$ cat src/ddrcd_params.svh
// timing and field constants for the dram command decode block
`ifndef DDRCD_PARAMS_SVH
`define DDRCD_PARAMS_SVH
`define DDRCD_NUM_BANKS 8
`define DDRCD_BA_W 3
`define DDRCD_ADDR_W 16
`define DDRCD_DQ_W 8
`define DDRCD_AP_BIT 10
`define DDRCD_BC_BIT 12
`define DDRCD_BL8_BEATS 8
`define DDRCD_BC4_BEATS 4
`define DDRCD_COL_W 10
`define DDRCD_MR_BL_OTF 2'h1
`define DDRCD_MR_BL_BC4 2'h2
`define DDRCD_MR_BL_BL8 2'h0
`endif

$ cat src/ddrcd_pkg.sv
// types shared by both ends of the dram command decode block
package ddrcd_pkg;
  typedef enum logic [3:0] {
    DDRCD_CMD_NONE,
    DDRCD_CMD_ACT,
    DDRCD_CMD_PRE,
    DDRCD_CMD_PREA,
    DDRCD_CMD_WR,
    DDRCD_CMD_RD,
    DDRCD_CMD_MRS,
    DDRCD_CMD_REF,
    DDRCD_CMD_SREF,
    DDRCD_CMD_PDN,
    DDRCD_CMD_ZQL,
    DDRCD_CMD_ZQS,
    DDRCD_CMD_NOP
  } ddrcd_cmd_t;
endpackage : ddrcd_pkg

$ cat src/ddrcd_if.sv
// command bus between controller and dram decoder
`timescale 1ns/1ns
`include "ddrcd_params.svh"
interface ddrcd_if;
  logic cke;
  logic cs_n;
  logic ras_n;
  logic cas_n;
  logic we_n;
  logic [`DDRCD_BA_W-1:0] ba;
  logic [`DDRCD_ADDR_W-1:0] addr;
  logic dm;
  logic [`DDRCD_DQ_W-1:0] dq_wr;
  logic [`DDRCD_DQ_W-1:0] dq_rd;
  logic dq_rd_valid;
  modport ctrl (
    output cke, cs_n, ras_n, cas_n, we_n, ba, addr, dm, dq_wr,
    input dq_rd, dq_rd_valid
  );
  modport dram (
    input cke, cs_n, ras_n, cas_n, we_n, ba, addr, dm, dq_wr,
    output dq_rd, dq_rd_valid
  );
endinterface : ddrcd_if

$ cat src/ddrcd_dram.sv
// dram end: command decode, bank state, burst sequencing
`timescale 1ns/1ns
`include "ddrcd_params.svh"
// Operation
// - activate opens given row in given bank
// - controller activates bank before read or write
// - write decode with stable clock enable
// - read decode with stable clock enable
// - a10 high auto-precharges after burst
// - a12 picks burst length when on-the-fly
// - mode set needs all banks idle
// - clock enable fall with nop enters power-down
// - clock enable rise with nop exits power-down
// - masked write beats are not stored
// - classify using previous and current clock enable
// - idle or active checked per addressed bank
// - one eight-bit word moves per beat
// - bursts of eight or chopped four
// - only nop between last mode set and calibration
module ddrcd_dram #(
  parameter int NUM_BANKS = `DDRCD_NUM_BANKS,
  parameter int DQ_W = `DDRCD_DQ_W,
  parameter int COL_W = `DDRCD_COL_W
) (
  input wire logic core_clk,
  input wire logic resetn,
  ddrcd_if.dram bus,
  output ddrcd_pkg::ddrcd_cmd_t cmd,
  output logic [`DDRCD_BA_W-1:0] cmd_ba,
  output logic [`DDRCD_ADDR_W-1:0] cmd_addr,
  output logic [NUM_BANKS-1:0] bank_active,
  output logic [`DDRCD_ADDR_W-1:0] act_row,
  output logic powered_down,
  output logic self_refresh,
  output logic [1:0] mr0_bl,
  output logic beat_valid,
  output logic beat_write,
  output logic beat_store,
  output logic [COL_W-1:0] beat_col,
  output logic [DQ_W-1:0] beat_data
);
  // =========================================
  // decode state
  typedef enum {DDRCD_RUN, DDRCD_PDN, DDRCD_SREF} ddrcd_pwr_t;
  ddrcd_pwr_t pwr, next_pwr;
  logic cke_prev;
  logic [NUM_BANKS-1:0] next_active;
  logic [`DDRCD_ADDR_W-1:0] next_row;
  ddrcd_pkg::ddrcd_cmd_t next_cmd;
  logic [1:0] next_bl;
  logic [3:0] enc;
  logic stable, nopish, bank_on, all_idle;
  // burst state
  logic [3:0] beats_left, next_beats_left;
  logic bwr, next_bwr, bap, next_bap;
  logic [`DDRCD_BA_W-1:0] bba, next_bba;
  logic [COL_W-1:0] bcol, next_bcol;
  logic next_bv, next_bst;
  logic [DQ_W-1:0] next_bdata;
  logic rd_beat;

  assign enc = {bus.cs_n, bus.ras_n, bus.cas_n, bus.we_n};
  assign stable = cke_prev && bus.cke;
  assign nopish = bus.cs_n || (enc == 4'h7);
  assign bank_on = bank_active[bus.ba];
  assign all_idle = (bank_active == '0);

  // =========================================
  // command classification
  always_comb begin
    next_cmd = ddrcd_pkg::DDRCD_CMD_NONE;
    next_active = bank_active;
    next_row = act_row;
    next_pwr = pwr;
    next_bl = mr0_bl;
    unique case (pwr)
      DDRCD_RUN: begin
        if (cke_prev && !bus.cke) begin
          if (enc == 4'h1 && all_idle) begin
            next_cmd = ddrcd_pkg::DDRCD_CMD_SREF;
            next_pwr = DDRCD_SREF;
          end else if (nopish) begin
            next_cmd = ddrcd_pkg::DDRCD_CMD_PDN;
            next_pwr = DDRCD_PDN;
          end
        end else if (stable && !bus.cs_n) begin
          unique case (enc)
            4'h3: if (!bank_on) begin
              next_cmd = ddrcd_pkg::DDRCD_CMD_ACT;
              next_active[bus.ba] = 1'b1;
              next_row = bus.addr;
            end
            4'h2: if (bus.addr[`DDRCD_AP_BIT]) begin
              next_cmd = ddrcd_pkg::DDRCD_CMD_PREA;
              next_active = '0;
            end else begin
              next_cmd = ddrcd_pkg::DDRCD_CMD_PRE;
              next_active[bus.ba] = 1'b0;
            end
            4'h4: if (bank_on) next_cmd = ddrcd_pkg::DDRCD_CMD_WR;
            4'h5: if (bank_on) next_cmd = ddrcd_pkg::DDRCD_CMD_RD;
            4'h0: if (all_idle) begin
              next_cmd = ddrcd_pkg::DDRCD_CMD_MRS;
              if (bus.ba == '0) next_bl = bus.addr[1:0];
            end
            4'h1: if (all_idle) next_cmd = ddrcd_pkg::DDRCD_CMD_REF;
            4'h6: if (all_idle) begin
              if (bus.addr[`DDRCD_AP_BIT]) next_cmd = ddrcd_pkg::DDRCD_CMD_ZQL;
              else next_cmd = ddrcd_pkg::DDRCD_CMD_ZQS;
            end
            4'h7: next_cmd = ddrcd_pkg::DDRCD_CMD_NOP;
            default: next_cmd = ddrcd_pkg::DDRCD_CMD_NONE;
          endcase
        end
      end
      DDRCD_PDN, DDRCD_SREF: begin
        if (!cke_prev && bus.cke && nopish) next_pwr = DDRCD_RUN;
      end
    endcase
    // auto-precharge closes the bank as the burst ends
    if (beats_left == 4'h1 && bap) next_active[bba] = 1'b0;
  end

  // =========================================
  // burst sequencing, one beat per pin transfer
  always_comb begin
    next_beats_left = beats_left;
    next_bwr = bwr;
    next_bap = bap;
    next_bba = bba;
    next_bcol = bcol;
    next_bv = 1'b0;
    next_bst = 1'b0;
    next_bdata = bus.dq_wr;
    if (beats_left != 4'h0) begin
      next_bv = 1'b1;
      next_bst = bwr && !bus.dm;
      next_beats_left = beats_left - 4'h1;
      next_bcol = bcol + 1'b1;
    end
    if (next_cmd == ddrcd_pkg::DDRCD_CMD_WR || next_cmd == ddrcd_pkg::DDRCD_CMD_RD) begin
      next_bwr = (next_cmd == ddrcd_pkg::DDRCD_CMD_WR);
      next_bap = bus.addr[`DDRCD_AP_BIT];
      next_bba = bus.ba;
      next_bcol = bus.addr[COL_W-1:0];
      if (mr0_bl == `DDRCD_MR_BL_BC4 ||
          (mr0_bl == `DDRCD_MR_BL_OTF && !bus.addr[`DDRCD_BC_BIT]))
        next_beats_left = 4'(`DDRCD_BC4_BEATS);
      else
        next_beats_left = 4'(`DDRCD_BL8_BEATS);
    end
  end

  always_ff @(posedge core_clk) begin
    if (!resetn) begin
      pwr <= DDRCD_RUN;
      cke_prev <= 1'b0;
      cmd <= ddrcd_pkg::DDRCD_CMD_NONE;
      cmd_ba <= '0;
      cmd_addr <= '0;
      bank_active <= '0;
      act_row <= '0;
      mr0_bl <= `DDRCD_MR_BL_BL8;
      beats_left <= 4'h0;
      bwr <= 1'b0;
      bap <= 1'b0;
      bba <= '0;
      bcol <= '0;
      beat_valid <= 1'b0;
      beat_write <= 1'b0;
      beat_store <= 1'b0;
      beat_col <= '0;
      beat_data <= '0;
      powered_down <= 1'b0;
      self_refresh <= 1'b0;
      rd_beat <= 1'b0;
    end else begin
      pwr <= next_pwr;
      cke_prev <= bus.cke;
      cmd <= next_cmd;
      cmd_ba <= bus.ba;
      cmd_addr <= bus.addr;
      bank_active <= next_active;
      act_row <= next_row;
      mr0_bl <= next_bl;
      beats_left <= next_beats_left;
      bwr <= next_bwr;
      bap <= next_bap;
      bba <= next_bba;
      bcol <= next_bcol;
      beat_valid <= next_bv;
      beat_write <= bwr;
      beat_store <= next_bst;
      beat_col <= bcol;
      beat_data <= next_bdata;
      powered_down <= (next_pwr == DDRCD_PDN);
      self_refresh <= (next_pwr == DDRCD_SREF);
      rd_beat <= next_bv && !bwr;
    end
  end

  // no array behind this end; reads echo the beat column
  assign bus.dq_rd = beat_col[DQ_W-1:0];
  // read strobe kept in its own flop, in step with beat_valid
  assign bus.dq_rd_valid = rd_beat;
endmodule : ddrcd_dram

$ cat src/flat_wrapper.sv
// flat-port wrapper written by rule: the top's interface ports become plain ports
module ddrcd_dram_flat 
#(
  parameter int NUM_BANKS = `DDRCD_NUM_BANKS,
  parameter int DQ_W = `DDRCD_DQ_W,
  parameter int COL_W = `DDRCD_COL_W
)
  (core_clk, resetn, cmd, cmd_ba, cmd_addr, bank_active, act_row, powered_down, self_refresh, mr0_bl, beat_valid, beat_write, beat_store, beat_col, beat_data, bus_cke, bus_cs_n, bus_ras_n, bus_cas_n, bus_we_n, bus_ba, bus_addr, bus_dm, bus_dq_wr, bus_dq_rd, bus_dq_rd_valid);
  ddrcd_if bus_i ();
  input wire logic core_clk;
  input wire logic resetn;
  output ddrcd_pkg::ddrcd_cmd_t cmd;
  output logic [`DDRCD_BA_W-1:0] cmd_ba;
  output logic [`DDRCD_ADDR_W-1:0] cmd_addr;
  output logic [NUM_BANKS-1:0] bank_active;
  output logic [`DDRCD_ADDR_W-1:0] act_row;
  output logic powered_down;
  output logic self_refresh;
  output logic [1:0] mr0_bl;
  output logic beat_valid;
  output logic beat_write;
  output logic beat_store;
  output logic [COL_W-1:0] beat_col;
  output logic [DQ_W-1:0] beat_data;
  input wire logic [$bits(bus_i.cke)-1:0] bus_cke;
  input wire logic [$bits(bus_i.cs_n)-1:0] bus_cs_n;
  input wire logic [$bits(bus_i.ras_n)-1:0] bus_ras_n;
  input wire logic [$bits(bus_i.cas_n)-1:0] bus_cas_n;
  input wire logic [$bits(bus_i.we_n)-1:0] bus_we_n;
  input wire logic [$bits(bus_i.ba)-1:0] bus_ba;
  input wire logic [$bits(bus_i.addr)-1:0] bus_addr;
  input wire logic [$bits(bus_i.dm)-1:0] bus_dm;
  input wire logic [$bits(bus_i.dq_wr)-1:0] bus_dq_wr;
  output wire logic [$bits(bus_i.dq_rd)-1:0] bus_dq_rd;
  output wire logic [$bits(bus_i.dq_rd_valid)-1:0] bus_dq_rd_valid;
  assign bus_i.cke = bus_cke;
  assign bus_i.cs_n = bus_cs_n;
  assign bus_i.ras_n = bus_ras_n;
  assign bus_i.cas_n = bus_cas_n;
  assign bus_i.we_n = bus_we_n;
  assign bus_i.ba = bus_ba;
  assign bus_i.addr = bus_addr;
  assign bus_i.dm = bus_dm;
  assign bus_i.dq_wr = bus_dq_wr;
  assign bus_dq_rd = bus_i.dq_rd;
  assign bus_dq_rd_valid = bus_i.dq_rd_valid;
  ddrcd_dram #(.NUM_BANKS(NUM_BANKS), .DQ_W(DQ_W), .COL_W(COL_W)) u_core (.core_clk(core_clk), .resetn(resetn), .bus(bus_i), .cmd(cmd), .cmd_ba(cmd_ba), .cmd_addr(cmd_addr), .bank_active(bank_active), .act_row(act_row), .powered_down(powered_down), .self_refresh(self_refresh), .mr0_bl(mr0_bl), .beat_valid(beat_valid), .beat_write(beat_write), .beat_store(beat_store), .beat_col(beat_col), .beat_data(beat_data));
endmodule
$ cat config.mk
export PLATFORM = sky130hd
export DESIGN_NAME = ddrcd_dram_flat
export DESIGN_NICKNAME = d
export VERILOG_FILES = /design/src/ddrcd_pkg.sv /design/src/ddrcd_if.sv /design/src/ddrcd_dram.sv /design/src/flat_wrapper.sv
export VERILOG_INCLUDE_DIRS = /design/src
export SDC_FILE = /design/constraint.sdc
export NUM_CORES = 1
export LEC_CHECK = 0
export BUFFER_PORTS_ARGS = -buffer_cell sky130_fd_sc_hd__buf_2
export CAP_MARGIN = 40
export CORE_AREA = 2 2 96 136
export DETAILED_ROUTE_END_ITERATION = 16
export DIE_AREA = 0 0 98 138
export MAX_ROUTING_LAYER = met4
export SYNTH_ARGS = -nofsm -noshare
export SYNTH_HDL_FRONTEND = slang
export SYNTH_SLANG_ARGS = --single-unit
$ cat constraint.sdc
create_clock -name core_clk -period 6.1 [get_ports core_clk]
set_input_delay 0.61 -clock core_clk [delete_from_list [all_inputs] [get_ports core_clk]]
set_output_delay 0.61 -clock core_clk [all_outputs]
set_load 0.01 [all_outputs]
==> results.md <==
- Run status: finished clean
- Post-synth EDFFs: 0
- Total standard cell area after synthesis: 4840 sq um
- Warnings from Yosys: 0
- Overall die area: 13500 sq um
- CTS tree: yes
- Post-Syn Nets: 581
- Relative max-transition margin: between 40% and 50%
- First-pass GRT wire length: ~19 mm
- Instance area after placement: 5440 sq um
- # Max-Cap Violations: 0
- Clock Pin Slew Worst Setup and Hold Paths: about 0.06 ns
- Overall routing resource usage: about 18%
- Count of endpoints failing setup in the final report: 0
- Summed area of non-filler cells in the final layout: approximately 6000 sq um
- Type of the tightest min-delay check: in -> reg
- Number of sinks handled by clock tree synthesis: about 130
- Initial DRT Pass Iterations: 5
- Data required time of the worst path: ~6.5 ns
- HPWL after detailed placement: around 8.1 mm
- Slew at the pin with the worst max-slew slack: approximately 0.87 ns
- Cell chosen for the clock root: sky130_fd_sc_hd__clkbuf_16
- Iteration-0 DRC Markers: about 250
- Number of hold violations in the final report: 0
- Pin count of the biggest net entering global routing: 98
- Vias in the first global route: 3968
- Via count: around 4100
- Maximum achievable frequency: 0.369 GHz
- Worst Setup Start Kind: flip-flop
- Fillers: approximately 1200
- CTS buffer count: 17
- Worst Clk Skew: about 0.0074 ns
- Buffers inserted during post-CTS setup optimization: 0
- Sum of negative setup slack: 0 ns
- Floorplan die width: between 90 and 100 um
- Weighted congestion reported at the end of routability-driven placement: between 0.8 and 0.9
- Static leakage power: around 2.8 nW
- Most common cell after layout, fill and taps aside: sky130_fd_sc_hd__dfxtp_1
- Antenna Diode Count: 0
- Port bufs: roughly 120
- Setup Slack @ Placement: about 3.0 ns
- Sequential-to-total area share from yosys stat: 51.7%
- H-tree depth: 4
- Most frequent cells in the layout: sky130_fd_sc_hd__dfxtp_1, sky130_fd_sc_hd__buf_2, sky130_fd_sc_hd__nand2_1
- Number of cells upsized or downsized after cts: 0
- Maximum number of buffers from clock root to sink: 2
- Via-to-Cell Ratio: 5.10
- Antenna viol nets, final: 0
- GRT Residual Overflow: 0
- Worst vdd ir: about 160 uV
- Total DRC errors in the routed layout: 0
- CP Capture Type: flip-flop
- Flop and latch count out of synthesis: roughly 130
- Hold-fix buffers at CTS: 0
- Power density over the cells: about 350 nW/um^2
- Die height: between 100 and 150 um
- Fin crit period: 2.71 ns
- Area added between synthesis and finish: 25.3%
- Final max-slew violation count: 0
- Core Box Area: ~12000 sq um
- Largest driver fanout on the critical path: 16
- Worst-skew pair later-pin latency: between 0.4 and 0.5 ns
- Antenna violations before repair: 0
- Unrepaired setup endpoints after global routing: false
- Number of instances in the synthesized netlist: 543
- Arrival time of the worst setup path: around 3 ns
- Drt wl/cell: 14.5 um
- FP Rows: slightly below 50
- Fraction of the cycle the final worst path needs: approximately 44%
- Boundary Pins: between 100 and 150
- R2r setup slk: around 3.4 ns
- Initial core utilization: 38.9%
- Post-route worst setup slack: 3.39 ns
- Cell variety after synth: 60
- Share of flip-flops with an asynchronous set or reset: 0%
- Fraction of layout instances using a drive strength above 1: 24.8%
- Net total in the final layout: 678
- Most common flop cell mapped by yosys: sky130_fd_sc_hd__dfxtp_1
- Total routed wirelength: ~12 mm
- Synthesized area per cell: ~8.9 sq um
- Category of the critical setup timing path: reg -> reg
==> routing by layer <==
layer  vias to the layer above  track usage, %  wire (um)
li1                       2063               -          -
met1                      1905            20.3       4990
met2                       124            30.2       5920
met3                        19            4.95        580
met4                         0            6.21        221
met5                         -               -          0
==> state kept, by name (all words and copies together) (netlist names), 2 cells and up <==
| signal | flops |
|---|---|
| u_core.act_row | 16 |
| u_core.bank_active | 8 |
| u_core.bba | 3 |
| u_core.bcol | 10 |
| u_core.beat_col | 10 |
| u_core.beat_data | 8 |
| u_core.beats_left | 4 |
| u_core.cmd | 4 |
| u_core.cmd_addr | 16 |
| u_core.cmd_ba | 3 |
| u_core.mr0_bl | 2 |
| u_core.pwr | 32 |
==> where the power goes <==
group | switching, mW | internal (mW) | total [mW]
registers | 0.0222 | 0.856 | 0.878
clock network | 0.404 | 0.657 | 1.06
logic | 0.126 | 0.0878 | 0.213
==> through the flow <==
step           instances  utilization [%]  hold slack [ns]  power [mW]
5_1_grt              806             48.7            0.331        2.24
3_5_place_dp         774             43.7            0.411        1.11
4_1_cts              806             48.7            0.334        2.17
2_1_floorplan        543                -            0.393        1.04
3_3_place_gp         773             43.6            0.410        1.10
6_report             806             48.7            0.347        2.15
==> Yosys cell counts, types with 2 or more instances <==
master                      number  share of area [%]
sky130_fd_sc_hd__and2_1         24                3.1
sky130_fd_sc_hd__o31ai_1         3               0.47
sky130_fd_sc_hd__mux2i_1         5                1.0
sky130_fd_sc_hd__or3_4           2               0.47
sky130_fd_sc_hd__a21oi_1        34                3.5
sky130_fd_sc_hd__nor2_1         25                1.9
sky130_fd_sc_hd__buf_2           5               0.52
sky130_fd_sc_hd__nand2_1        68                5.3
sky130_fd_sc_hd__xnor2_1         9                1.6
sky130_fd_sc_hd__inv_1          24                1.9
sky130_fd_sc_hd__clkbuf_1       23                1.8
sky130_fd_sc_hd__nor4_1         11                1.4
sky130_fd_sc_hd__mux2_2          2               0.47
sky130_fd_sc_hd__nand3b_1        3               0.47
sky130_fd_sc_hd__o211ai_1        2               0.31
sky130_fd_sc_hd__a211oi_1        2               0.31
sky130_fd_sc_hd__buf_6           2               0.47
sky130_fd_sc_hd__a21o_1          2               0.31
sky130_fd_sc_hd__nand4_1         8                1.0
sky130_fd_sc_hd__dfxtp_1       125                 52
sky130_fd_sc_hd__or4_1           2               0.31
sky130_fd_sc_hd__nand2b_1        4               0.52
sky130_fd_sc_hd__nand3_1        25                2.6
sky130_fd_sc_hd__xor2_1          2               0.36
sky130_fd_sc_hd__ha_1            3               0.78
sky130_fd_sc_hd__a31oi_1         3               0.39
sky130_fd_sc_hd__nor3_1          7               0.72
sky130_fd_sc_hd__o21ai_0        36                3.7
sky130_fd_sc_hd__nor3b_1         6               0.93
sky130_fd_sc_hd__or3b_1          2               0.36
sky130_fd_sc_hd__nor2b_1         4               0.52
sky130_fd_sc_hd__buf_4           8                1.2
sky130_fd_sc_hd__and3_1         33                4.3
sky130_fd_sc_hd__or3_1           2               0.26
sky130_fd_sc_hd__a2111oi_0       2               0.36
==> worst max-delay path, stage by stage (launching register included) <==
cell and delay (ns):
sky130_fd_sc_hd__dfxtp_1 0.31, sky130_fd_sc_hd__nor4_1 0.35, sky130_fd_sc_hd__nand4_1 0.34, sky130_fd_sc_hd__or2_1 0.43, sky130_fd_sc_hd__nor2_1 0.21, sky130_fd_sc_hd__mux2i_2 0.60, sky130_fd_sc_hd__buf_6 0.23, sky130_fd_sc_hd__and3_1 0.18
==> layout make-up <==
type	count	area [sq um]	area share [%]
inverters	25	93.8	1.55
well taps	153	191	3.16
flip-flops and latches	125	2500	41.3
repair buffers	118	602	9.92
clock inverters	15	198	3.26
multi-input cells	353	2050	33.8
clock buffers	17	425	7.01
==> logic make-up (layout without fill, tap and decap cells) <==
| kind of cell | count (synthesis) | in the layout | share of synthesized area (%) |
|---|---|---|---|
| AO/OA/AOI/OAI | 93 | 93 | 11.0 |
| XOR/XNOR | 11 | 11 | 1.99 |
| adder cells (fa/ha/maj) | 3 | 3 | 0.775 |
| buffers and inverters | 65 | 175 | 6.12 |
| flip-flops | 125 | 125 | 51.7 |
| multiplexers | 8 | 8 | 1.73 |
| AND/OR/NAND/NOR | 238 | 238 | 26.7 |
==> path summary, 6_finish.rpt <==
kind,startpoint,end,cells past startpoint
setup / recovery,u_core.pwr[27],u_core.pwr[21],7
hold / removal,bus_dm,u_core.beat_store,2
setup reg to reg,u_core.pwr[27],u_core.pwr[21],7
hold reg to reg,u_core.bwr,u_core.bus.dq_rd_valid,1
(Power assumes the default switching activity.)
